--- config.mk ---
export PLATFORM = sky130hd
export DESIGN_NAME = fbmc_top
export DESIGN_NICKNAME = d
export VERILOG_FILES = /design/src/fbmc_pkg.sv /design/src/fbmc_top.sv /design/src/fbmc_cfg_check.sv
export SDC_FILE = /design/constraint.sdc
export NUM_CORES = 1
export LEC_CHECK = 0
export BUFFER_PORTS_ARGS = -buffer_cell sky130_fd_sc_hd__buf_2
export CORE_AREA = 2 2 232 234
export CTS_CLUSTER_SIZE = 16
export DETAILED_ROUTE_END_ITERATION = 6
export DIE_AREA = 0 0 234 236
export GPL_TIMING_DRIVEN = 1
export PLACE_DENSITY = 0.51
export SYNTH_ARGS = -nofsm -noshare
export SYNTH_HDL_FRONTEND = slang
export SYNTH_SLANG_ARGS = --single-unit
--- constraint.sdc ---
create_clock -name CLK -period 10.2 [get_ports CLK]
set_input_delay 1.02 -clock CLK [delete_from_list [all_inputs] [get_ports CLK]]
set_output_delay 1.02 -clock CLK [all_outputs]
set_load 0.02 [all_outputs]
--- src/fbmc_pkg.sv ---
// Package of constants and types for the framebuffer memory configuration
package fbmc_pkg;

  // ==========================================================================
  // Configuration encodings
  typedef enum logic [1:0] {
    FBMC_SGRAM8_2B,
    FBMC_SGRAM16_2B,
    FBMC_SGRAM16_4B,
    FBMC_SDRAM16
  } fbmc_mem_type;

  // Total size codes
  localparam logic [1:0] SIZE_2MB = 2'h0;
  localparam logic [1:0] SIZE_4MB = 2'h1;
  localparam logic [1:0] SIZE_8MB = 2'h2;

  // Width codes
  localparam logic WIDTH_64 = 1'h0;
  localparam logic WIDTH_128 = 1'h1;

  // Device counts per arrangement
  localparam logic [3:0] DEV_2 = 4'h2;
  localparam logic [3:0] DEV_4 = 4'h4;
  localparam logic [3:0] DEV_8 = 4'h8;

  // ==========================================================================
  // Command encodings: {cs_n, ras_n, cas_n, we_n}
  localparam logic [3:0] CMD_INHIBIT = 4'hF;
  localparam logic [3:0] CMD_NOP = 4'h7;
  localparam logic [3:0] CMD_ACTIVE = 4'h3;
  localparam logic [3:0] CMD_READ = 4'h5;
  localparam logic [3:0] CMD_WRITE = 4'h4;
  localparam logic [3:0] CMD_PRECHARGE = 4'h2;
  localparam logic [3:0] CMD_LOAD_MODE = 4'h0;

  // Request opcodes on the user side
  localparam logic [2:0] OP_NONE = 3'h0;
  localparam logic [2:0] OP_ACTIVE = 3'h1;
  localparam logic [2:0] OP_READ = 3'h2;
  localparam logic [2:0] OP_WRITE = 3'h3;
  localparam logic [2:0] OP_PRECHARGE = 3'h4;
  localparam logic [2:0] OP_LOAD_MODE = 3'h5;

  // ==========================================================================
  // Widths and reset values
  localparam int DATA_W = 128;
  localparam int MASK_W = 16;
  localparam int ADDR_W = 11;
  localparam int READ_MASK_DELAY = 2;
  localparam logic [MASK_W-1:0] MASK_RESET = 16'hFFFF;
  localparam logic [ADDR_W-1:0] ADDR_RESET = 11'h000;
  localparam logic [1:0] HALF_MASK_DIS = 2'h2;

endpackage

--- src/fbmc_top.sv ---
// Framebuffer memory configuration and command interface
`timescale 1ns/10ps
module fbmc_top (
  // Clock and reset
  input wire logic CLK,
  input wire logic RST,
  // Configuration
  input wire fbmc_pkg::fbmc_mem_type CFG_MEM_TYPE,
  input wire logic [1:0] CFG_SIZE,
  input wire logic CFG_WIDTH,
  input wire logic CFG_LOAD,
  // Configuration status
  output logic CFG_VALID,
  output logic CFG_ERROR,
  output logic [3:0] CFG_DEVICES,
  output logic CFG_SDRAM,
  output logic CFG_WIDE,
  // Access requests
  input wire logic [2:0] REQ_OP,
  input wire logic REQ_BANK,
  input wire logic REQ_EXT_BANK,
  input wire logic REQ_ALL_BANKS,
  input wire logic [10:0] REQ_ADDR,
  input wire logic [15:0] REQ_BYTE_EN,
  input wire logic [127:0] REQ_WDATA,
  output logic REQ_READY,
  output logic REQ_REJECT,
  // Memory pins
  output logic PRIMARY_CHIP_SELECT_N,
  output logic SECONDARY_CHIP_SELECT,
  output logic ROW_STROBE_N,
  output logic COLUMN_STROBE_N,
  output logic WRITE_STROBE_N,
  output logic [10:0] MEMORY_ADDRESS_BUS,
  output logic [15:0] BYTE_MASK,
  input wire logic [127:0] MEMORY_DATA_BUS_IN,
  output logic [127:0] MEMORY_DATA_BUS_OUT,
  output logic MEMORY_DATA_BUS_OE,
  // Read return
  output logic [127:0] RD_DATA,
  output logic RD_VALID
);

  // ==========================================================================
  // Configuration latch
  typedef enum logic [1:0] {
    FBMC_UNCONF,
    FBMC_READY,
    FBMC_BAD
  } fbmc_cfg_state_type;

  fbmc_cfg_state_type cfg_state_q, cfg_state_d;
  fbmc_pkg::fbmc_mem_type type_q, type_d;
  logic [1:0] size_q, size_d;
  logic width_q, width_d;
  logic [3:0] devs_q, devs_d;
  logic chk_ok;
  logic [3:0] chk_devs;

  fbmc_cfg_check u_check (
    .mem_type(CFG_MEM_TYPE),
    .size_code(CFG_SIZE),
    .width_code(CFG_WIDTH),
    .supported(chk_ok),
    .device_count(chk_devs)
  );

  // A load is accepted in any cycle, even with an access in flight, so the map
  // can change under an open row
  always_comb begin
    cfg_state_d = cfg_state_q;
    type_d = type_q;
    size_d = size_q;
    width_d = width_q;
    devs_d = devs_q;
    if (CFG_LOAD) begin
      if (chk_ok) begin
        cfg_state_d = FBMC_READY;
        type_d = CFG_MEM_TYPE;
        size_d = CFG_SIZE;
        width_d = CFG_WIDTH;
        devs_d = chk_devs;
      end else begin
        cfg_state_d = FBMC_BAD;
      end
    end
  end

  always_ff @(posedge CLK or posedge RST) begin
    if (RST) begin
      cfg_state_q <= FBMC_UNCONF;
      type_q <= fbmc_pkg::FBMC_SGRAM8_2B;
      size_q <= fbmc_pkg::SIZE_2MB;
      width_q <= fbmc_pkg::WIDTH_64;
      devs_q <= 4'h0;
    end else begin
      cfg_state_q <= cfg_state_d;
      type_q <= type_d;
      size_q <= size_d;
      width_q <= width_d;
      devs_q <= devs_d;
    end
  end

  logic sdram_mode;
  logic cfg_ready;
  assign sdram_mode = (type_q == fbmc_pkg::FBMC_SDRAM16);
  assign cfg_ready = (cfg_state_q == FBMC_READY);
  assign CFG_VALID = cfg_ready;
  assign CFG_ERROR = (cfg_state_q == FBMC_BAD);
  assign CFG_DEVICES = devs_q;
  assign CFG_SDRAM = sdram_mode & cfg_ready;
  assign CFG_WIDE = width_q; // Sizes never exceed 8 MByte

  // ==========================================================================
  // Command issue: one command per cycle, burst length one
  logic [3:0] cmd_d, cmd_q;
  logic cs2_d, cs2_q;
  logic [10:0] addr_d, addr_q;
  logic [15:0] wmask_d;
  logic [127:0] wdata_d, wdata_q;
  logic oe_d, oe_q;
  logic op_legal;
  logic narrow;

  assign narrow = (width_q == fbmc_pkg::WIDTH_64);
  assign REQ_READY = cfg_ready;
  assign op_legal = (REQ_OP <= fbmc_pkg::OP_LOAD_MODE);
  assign REQ_REJECT = (REQ_OP != fbmc_pkg::OP_NONE) &
                      (~cfg_ready | ~op_legal);

  always_comb begin
    cmd_d = fbmc_pkg::CMD_NOP;
    cs2_d = 1'b1;
    addr_d = REQ_ADDR;
    wmask_d = fbmc_pkg::MASK_RESET;
    wdata_d = wdata_q;
    oe_d = 1'b0;
    if (!cfg_ready) begin
      cmd_d = fbmc_pkg::CMD_INHIBIT;
    end else begin
      // SGRAM: secondary select picks external bank 2 when 8 parts
      if (!sdram_mode) begin
        cs2_d = ~(REQ_EXT_BANK & (devs_q == fbmc_pkg::DEV_8));
      end else begin
        cs2_d = REQ_BANK;
      end
      unique case (REQ_OP)
        fbmc_pkg::OP_ACTIVE: begin
          cmd_d = fbmc_pkg::CMD_ACTIVE;
          // SDRAM row uses all eleven lines including A10
          if (!sdram_mode) begin
            addr_d[10] = REQ_BANK;
          end
        end
        fbmc_pkg::OP_READ, fbmc_pkg::OP_WRITE: begin
          cmd_d = (REQ_OP == fbmc_pkg::OP_READ) ?
                  fbmc_pkg::CMD_READ : fbmc_pkg::CMD_WRITE;
          if (sdram_mode) begin
            addr_d[10] = 1'b0;
          end else begin
            addr_d[10] = REQ_BANK;
            addr_d[9] = 1'b0;
          end
          if (REQ_OP == fbmc_pkg::OP_WRITE) begin
            wdata_d = REQ_WDATA;
            oe_d = 1'b1;
            wmask_d = ~REQ_BYTE_EN; // Zero delay on writes
          end
        end
        fbmc_pkg::OP_PRECHARGE: begin
          cmd_d = fbmc_pkg::CMD_PRECHARGE;
          if (sdram_mode) begin
            addr_d[10] = REQ_ALL_BANKS;
          end else begin
            addr_d[9] = REQ_ALL_BANKS;
            addr_d[10] = REQ_BANK;
          end
        end
        fbmc_pkg::OP_LOAD_MODE: begin
          cmd_d = fbmc_pkg::CMD_LOAD_MODE;
          if (sdram_mode) begin
            cs2_d = REQ_EXT_BANK;
          end
        end
        default: begin
          cmd_d = fbmc_pkg::CMD_NOP;
        end
      endcase
    end
    // Upper lanes unpopulated on a 64-bit bus stay masked
    if (narrow) begin
      wmask_d[15:8] = 8'hFF;
    end
  end

  // ==========================================================================
  // Read mask pipeline: mask trails the read command by two clocks
  logic [15:0] rmask_pipe_q [fbmc_pkg::READ_MASK_DELAY];
  logic [15:0] rmask_pipe_d [fbmc_pkg::READ_MASK_DELAY];
  logic [fbmc_pkg::READ_MASK_DELAY-1:0] rd_pipe_q, rd_pipe_d;
  logic is_read;

  assign is_read = cfg_ready & (REQ_OP == fbmc_pkg::OP_READ);

  always_comb begin
    rmask_pipe_d[0] = is_read ? ~REQ_BYTE_EN : fbmc_pkg::MASK_RESET;
    rd_pipe_d[0] = is_read;
    for (int i = 1; i < fbmc_pkg::READ_MASK_DELAY; i++) begin
      rmask_pipe_d[i] = rmask_pipe_q[i-1];
      rd_pipe_d[i] = rd_pipe_q[i-1];
    end
  end

  // Mask leaves the pipe so it meets the data two clocks after the read
  logic [15:0] mask_out_d;
  always_comb begin
    mask_out_d = wmask_d & rmask_pipe_q[fbmc_pkg::READ_MASK_DELAY-1];
    if (narrow) begin
      mask_out_d[15:8] = 8'hFF;
    end
  end

  logic [15:0] mask_q;
  logic [127:0] rdata_q;
  logic rvalid_q;

  always_ff @(posedge CLK or posedge RST) begin
    if (RST) begin
      cmd_q <= fbmc_pkg::CMD_INHIBIT;
      cs2_q <= 1'b1;
      addr_q <= fbmc_pkg::ADDR_RESET;
      wdata_q <= '0;
      oe_q <= 1'b0;
      mask_q <= fbmc_pkg::MASK_RESET;
      rd_pipe_q <= '0;
      rdata_q <= '0;
      rvalid_q <= 1'b0;
      for (int i = 0; i < fbmc_pkg::READ_MASK_DELAY; i++) begin
        rmask_pipe_q[i] <= fbmc_pkg::MASK_RESET;
      end
    end else begin
      cmd_q <= cmd_d;
      cs2_q <= cs2_d;
      addr_q <= addr_d;
      wdata_q <= wdata_d;
      oe_q <= oe_d;
      mask_q <= mask_out_d;
      rd_pipe_q <= rd_pipe_d;
      rvalid_q <= rd_pipe_q[fbmc_pkg::READ_MASK_DELAY-1];
      if (rd_pipe_q[fbmc_pkg::READ_MASK_DELAY-1]) begin
        rdata_q <= narrow ? {64'h0, MEMORY_DATA_BUS_IN[63:0]} :
                   MEMORY_DATA_BUS_IN;
      end
      for (int i = 0; i < fbmc_pkg::READ_MASK_DELAY; i++) begin
        rmask_pipe_q[i] <= rmask_pipe_d[i];
      end
    end
  end

  // Pin drive, all from flops
  assign PRIMARY_CHIP_SELECT_N = cmd_q[3];
  assign ROW_STROBE_N = cmd_q[2];
  assign COLUMN_STROBE_N = cmd_q[1];
  assign WRITE_STROBE_N = cmd_q[0];
  assign SECONDARY_CHIP_SELECT = cs2_q;
  assign MEMORY_ADDRESS_BUS = addr_q;
  assign BYTE_MASK = mask_q;
  assign MEMORY_DATA_BUS_OUT = wdata_q;
  assign MEMORY_DATA_BUS_OE = oe_q;
  assign RD_DATA = rdata_q;
  assign RD_VALID = rvalid_q;

endmodule

--- src/fbmc_cfg_check.sv ---
// Checker of supported framebuffer memory arrangements
`timescale 1ns/10ps
module fbmc_cfg_check (
  // Requested arrangement
  input wire fbmc_pkg::fbmc_mem_type mem_type,
  input wire logic [1:0] size_code,
  input wire logic width_code,
  // Verdict
  output logic supported,
  output logic [3:0] device_count
);

  // Only the table's arrangements pass; everything else is refused
  always_comb begin
    supported = 1'b0;
    device_count = 4'h0;
    unique case (mem_type)
      fbmc_pkg::FBMC_SGRAM8_2B: begin
        // 8 Mbit parts allow 2, 4 and 8 MByte
        if (size_code == fbmc_pkg::SIZE_2MB &&
            width_code == fbmc_pkg::WIDTH_64) begin
          supported = 1'b1;
          device_count = fbmc_pkg::DEV_2;
        end else if (size_code == fbmc_pkg::SIZE_4MB &&
                     width_code == fbmc_pkg::WIDTH_128) begin
          supported = 1'b1;
          device_count = fbmc_pkg::DEV_4;
        end else if (size_code == fbmc_pkg::SIZE_8MB &&
                     width_code == fbmc_pkg::WIDTH_128) begin
          supported = 1'b1;
          device_count = fbmc_pkg::DEV_8;
        end
      end
      fbmc_pkg::FBMC_SGRAM16_2B, fbmc_pkg::FBMC_SGRAM16_4B: begin
        // 16 Mbit parts have no 2 MByte option
        if (size_code == fbmc_pkg::SIZE_4MB &&
            width_code == fbmc_pkg::WIDTH_64) begin
          supported = 1'b1;
          device_count = fbmc_pkg::DEV_2;
        end else if (size_code == fbmc_pkg::SIZE_8MB &&
                     width_code == fbmc_pkg::WIDTH_128) begin
          supported = 1'b1;
          device_count = fbmc_pkg::DEV_4;
        end
      end
      fbmc_pkg::FBMC_SDRAM16: begin
        // SDRAM: only four parts, 8 MByte, 64 bits
        if (size_code == fbmc_pkg::SIZE_8MB &&
            width_code == fbmc_pkg::WIDTH_64) begin
          supported = 1'b1;
          device_count = fbmc_pkg::DEV_4;
        end
      end
    endcase
  end

endmodule

# Yosys cells after proc, flatten, opt, wreduce, memory -nomap -nowiden

Index checks and enable logic that the tools add are counted.

Add/subtract/negate cells: 0
$mul: 0
Div/mod/pow operators: 0
Order comparisons: 1
Equal/unequal tests: 14
Shifts and indexed selects: 0
Mux-type cells: 39
Bitwise gates (word level): 11
Reductions and logical operators: 12

Operators by type and width:

| operator           | count |
|---|---|
| $mux 128           | 1 |
| $mux 16            | 4 |
| $mux 4             | 5 |
| $mux 1             | 18 |
| $and 16x16->16     | 1 |
| $mux 8             | 2 |
| $not 16->16        | 1 |
| $pmux 3 s4         | 1 |
| $pmux 4 s3         | 1 |
| $eq 2x2->1 const B | 5 |
| $eq 2x1->1 const B | 3 |
| $eq 3x2->1 const B | 2 |
| $eq 3x3->1 const B | 2 |
| $mux 3             | 2 |
| $pmux 1 s3         | 2 |
| $logic_and 1x1->1  | 5 |
| $and 1x1->1        | 4 |
| $eq 4x4->1 const B | 1 |
| $logic_not 2->1    | 2 |
| $mux 2             | 2 |
| $not 1->1          | 4 |
| $reduce_or 2->1    | 2 |
| $eq 3x1->1 const B | 1 |
| $le 3x3->1 const B | 1 |
| 5 further kinds    | 5 |

Flip-flop bits (word level): 333
Bits in latches: 0
Memory bits (writable): 0
Memory bits (read-only): 0
Bits of input ports: 297
Output and inout port bits: 300
Word-level logic and storage cells: 92
Memories kept: 0

# Depth between registers and ports, before layout

Word-level depth: 7
Mapped depth: 8
Gate-level depth less buffers: 6

# Cells and area by module

From an unflattened synthesis, not the netlist that was laid out.

Cell total of the unflattened synthesis: 882
Area total of the unflattened synthesis: 12628.4 µm²

By module, submodules not included:

| module         | times used | cells each | area an instance (µm²) | seq. area each (µm²) |
|---|---|---|---|---|
| fbmc_top       | 1          | 858        | 12462.0                | 8399.3 |
| fbmc_cfg_check | 1          | 24         | 166.4                  | 0.0 |

# Least setup slack after synthesis

Ideal clock, no wire load.

Path type: input-to-output
Start: input port REQ_OP[0]
End: output port REQ_REJECT
Data arrival time: 1.791 ns
Required time: 9.180 ns
Setup slack: 7.389 ns
Stages on the path: 3
Buffers on the path: 1
Cells stage by stage: clkbuf_1 > o21ai_0 > a21oi_1

Longest elaborated chain between the ends: 4
Elaborated cells on any way between the ends: 5
Those cells by class: 1 x order compare; 3 x bitwise; 1 x reduce/logical

RTL lines:

| item               | RTL line        | text |
|---|---|---|
| start: declaration | fbmc_top.sv:19  | `input wire logic [2:0] REQ_OP,` |
| $le 3x3->1         | fbmc_top.sv:128 | `assign op_legal = (REQ_OP <= fbmc_pkg::OP_LOAD_MODE);` |
| $not 1->1          | fbmc_top.sv:130 | `(~cfg_ready \| ~op_legal);` |
| $or 1x1->1         | fbmc_top.sv:130 |  |
| $and 1x1->1 (*)    | fbmc_top.sv:129 | `assign REQ_REJECT = (REQ_OP != fbmc_pkg::OP_NONE) &` |
| end: declaration   | fbmc_top.sv:27  | `output logic REQ_REJECT,` |

Every way passes the cells marked *; elsewhere a longest branch is shown, timed or not.

# Worst setup path in the final report

Start: input port REQ_OP[2]
End: register wdata_q[2], in the netlist MEMORY_DATA_BUS_OUT[2]

Longest elaborated chain between the ends: 3
Elaborated cells on any way between the ends: 4
Those cells by class: 2 x eq/ne; 2 x reduce/logical

RTL lines:

| item                                  | RTL line                         | text |
|---|---|---|
| $eq 3x2->1, on equally long branches  | fbmc_top.sv:148, fbmc_top.sv:165 |  |
| $reduce_or 2->1                       | fbmc_top.sv:148                  | `unique case (REQ_OP)` |
| $reduce_and 3->1 (no source line) (*) | n/a                              |  |
| end signal: assignment                | fbmc_top.sv:246                  | `wdata_q <= wdata_d;` |
| end: declaration                      | fbmc_top.sv:121                  | `logic [127:0] wdata_d, wdata_q;` |

Marked as above.
A chain may end at the register's enable or synchronous reset.

==> summary.md <==
| Metric | Value |
|---|---|
| Max FO, Critical Path | 92 |
| Final wirelength | 40.3 mm |
| Synth Instances | 1153 |
| Status | finished, final reports clean |
| Cell variety after synth | 39 |
| Crit path top cell by count | nand2_1 |
| Pins Over Slew Limit | 0 |
| Residual DRC | 0 |
| Critical path type | input pin to flip-flop |
| Sequential Power Share | 40.6% |
| CP max stage delay | 770 ps |
| HPWL after detailed placement | 30.2 mm |
| Flop2flop setup slack | 7060 ps |
| Wire length per cell | 16.3 um |
| Pre-CTS setup slack | 6220 ps |
| Total iterations of the first detailed-routing run | 4 |
| Initial DRC Count | 539 |
| Gr usage total | 14.2% |
| Max frequency | 293 MHz |
| Max_slew headroom | 30.9% |
| Synth area leaders | dfrtp_1, nand2_1, dfstp_2 |
| Cell Rows | 85 |
| Sink Count | 332 |
| CP Data Required Time | 10670 ps |
| Setup Buffers After CTS | 0 |
| Sw frac | 32.6% |
| Setup violators final | 0 |
| Fin util | 32.8% |
| Die area | 55200 sq um |
| Final net count | 2036 |
| Vias per cell | 4.04 |
| RSZ-0062 raised after global routing | false |
| Cell count of the worst reg-to-reg path | 6 |
| Critical path buffers and inverters | 3 |
| Hold Path End | rd_pipe_q[1] |
| Post-Syn Nets | 1452 |
| Hold Fails Final Rpt | 0 |
| Max-cap violations | 0 |
| CTS root buffer | clkbuf_16 |
| Post-route cell area | 17400 sq um |
| Clock power share | 35.3% |
| Worst-Skew Late Latency | 540 ps |
| Total gr overflow | 0 |
| Pin count of the biggest net entering global routing | 130 |
| First-pass GRT wire length | 60.0 mm |
| Die width | 234 um |
| Hold Path Depth | 0 |
| Post-cts hold buffer count | 0 |
| Largest area contributor in the netlist | dfrtp_1 |
| Final WS setup | 6790 ps |
| CTS tree | built |
| RePlAce Congestion | 0.810 |
| Die H | 236 um |
| Hold crit path type | flip-flop to flip-flop |
| Synth-to-layout area growth | 41.3% |
| Layout cells sized above 1 | 45.5% |
| Final antenna-violating net count | 0 |
| Num CTS Buffers | 39 |
| Clock skew | 19.8 ps |
| Tmin final | 3410 ps |
| Routed vias | 9965 |
| Startpoint Class | input pin |
| Reg-to-reg critical path startpoint | cfg_state_q[1] |
| CORE AREA | 53100 sq um |
| Sequential area share after synthesis | 68.0% |
| Max Buffers Root-to-Sink | 3 |
| IO Count | 597 |
| Setup TNS | 0 ps |
| Post-DP Area | 16000 sq um |
| Net Switching | 1400 uW |
| HP Start | rd_pipe_q[0] |
| Worst EP arrival | 3880 ps |
| Reg-to-reg endpoint | MEMORY_DATA_BUS_OUT[2] |
| Leakage | 0.00948 uW |
| Leading cell type in the layout, fill and taps excluded | buf_2 |
| Final period utilization | 33.4% |
| CP endpoint kind | flip-flop |
| Port bufs | 595 |
| Internal Power | 2880 uW |
| Post-synthesis register bit count | 332 |
| H-Tree Depth | 2 |
| Synth warnings | 0 |
| Vias in the first global route | 10100 |
| Top FF cell, synth | dfrtp_1 |
| Initial core utilization | 23.2% |
| Initial antenna violation count | 15 |
| Mapped cell area | 12300 sq um |
| Crit-path slowest cell | buf_4 |
| Post-CTS sizing | 0 |
| Share of the synthesized area in the top cell type | 56.7% |
| Worst-path clk slew | 60 ps |
| Crit path cell chain | buf_2 -> nor3b_1 -> nand3_4 -> inv_4 -> buf_4 -> nand2_1 -> nand2_1 |
| Commonest cells after routing, fill and taps aside | buf_2, nand2_1, dfrtp_1 |
| Pwr Density | 246 nW/um^2 |
| Fraction of registers with async set/reset | 100% |
| Worst IR Drop VDD | 111 uV |
| Number of enable flip-flop cells after synthesis | 0 |
| Mean Syn Cell Area | 10.7 sq um |
| Crit-path leading delay family | buffers and inverters |
| Combinational Power Share | 24.0% |
| Worst-margin pin slew | 1040 ps |
| Hold slack final | 351 ps |
## flip-flops by register name (all words and copies together), names as in the netlist, 2 cells and up
signal and flops:
BYTE_MASK 16, CFG_DEVICES 3, MEMORY_ADDRESS_BUS 11, MEMORY_DATA_BUS_OUT 128
RD_DATA 128, cfg_state_q 2, cmd_q 4, rd_pipe_q 2
rmask_pipe_d 16, rmask_pipe_q 16, type_q 2
## worst reg2reg max path, delay by kind of cell (launching register included)
family / cells / cell delay [ps]
buf+inv: 2 / 1360
flops: 1 / 400
simple gates: 4 / 1310
## layer usage
| metal | up-vias | global-route usage [%] | part of all wire [%] |
|---|---|---|---|
| met5 | - | 0 | 0.34 |
| li1 | 4751 | - | - |
| met3 | 70 | 5.97 | 10 |
| met2 | 389 | 24.0 | 49 |
| met4 | 20 | 3.66 | 2.0 |
| met1 | 4735 | 16.4 | 38 |
## power groups by stage
stage	logic, uW	clock network [uW]	registers [uW]
2_1_floorplan	241	0	2080
3_3_place_gp	1040	0	1750
3_5_place_dp	1050	0	1760
4_1_cts	1050	1560	1740
5_1_grt	1120	1620	1770
6_report	1030	1510	1740
## logic make-up (layout without fill, tap and decap cells)
logic type,count (synthesis),after routing,synth area share [%]
other,1,3,0.0304
XOR/XNOR,2,2,0.142
AND/OR/NAND/NOR,503,503,15.8
multiplexers,73,73,6.64
adder cells (fa/ha/maj),2,2,0.203
AO/OA/AOI/OAI,99,99,4.52
flip-flops,332,332,68.0
buffers and inverters,141,755,4.67
## synth_stat cells, types with 2 or more instances
cell and count:
buf_1 7, nand3_1 3, o21ai_0 79, mux2_2 70, a21oi_1 2, buf_2 30, dfstp_2 53, mux2i_1 3
a21boi_0 8, inv_1 82, buf_4 2, dfrtp_1 279, nand2_1 480, o211ai_1 2, clkbuf_1 19, ha_1 2
nor2_1 7, nor2b_1 3, nand4_1 2
## area by class of cell
cell class / instances / area [sq um]
clock buffers: 50 / 1130
multi-input cells: 680 / 3390
clock inverters: 21 / 294
inverters: 82 / 318
well taps: 696 / 871
diodes: 2 / 5.00
fillers: 5584 / 35700
repair buffers: 602 / 3030
flip-flops and latches: 332 / 8380
## worst max path at each step
stage               from                 endpoint  slack (ps)  cells past startpoint
3_3_place_gp   REQ_OP[2]             BYTE_MASK[7]        6340                      6
6_report       REQ_OP[2]   MEMORY_DATA_BUS_OUT[2]        6790                      7
2_1_floorplan        RST           CFG_DEVICES[1]          70                      1
5_1_grt        REQ_OP[2]  MEMORY_DATA_BUS_OUT[56]        6580                      7
3_5_place_dp   REQ_OP[2]             BYTE_MASK[7]        6220                      6
4_1_cts        REQ_OP[2]  MEMORY_DATA_BUS_OUT[78]        6820                      7
## stage by stage
step           std cells  power, uW
4_1_cts             2463       4350
3_5_place_dp        2392       2810
5_1_grt             2463       4510
2_1_floorplan       1153       2320
6_report            2465       4280
3_3_place_gp        2392       2790
(Power assumes the default switching activity.)
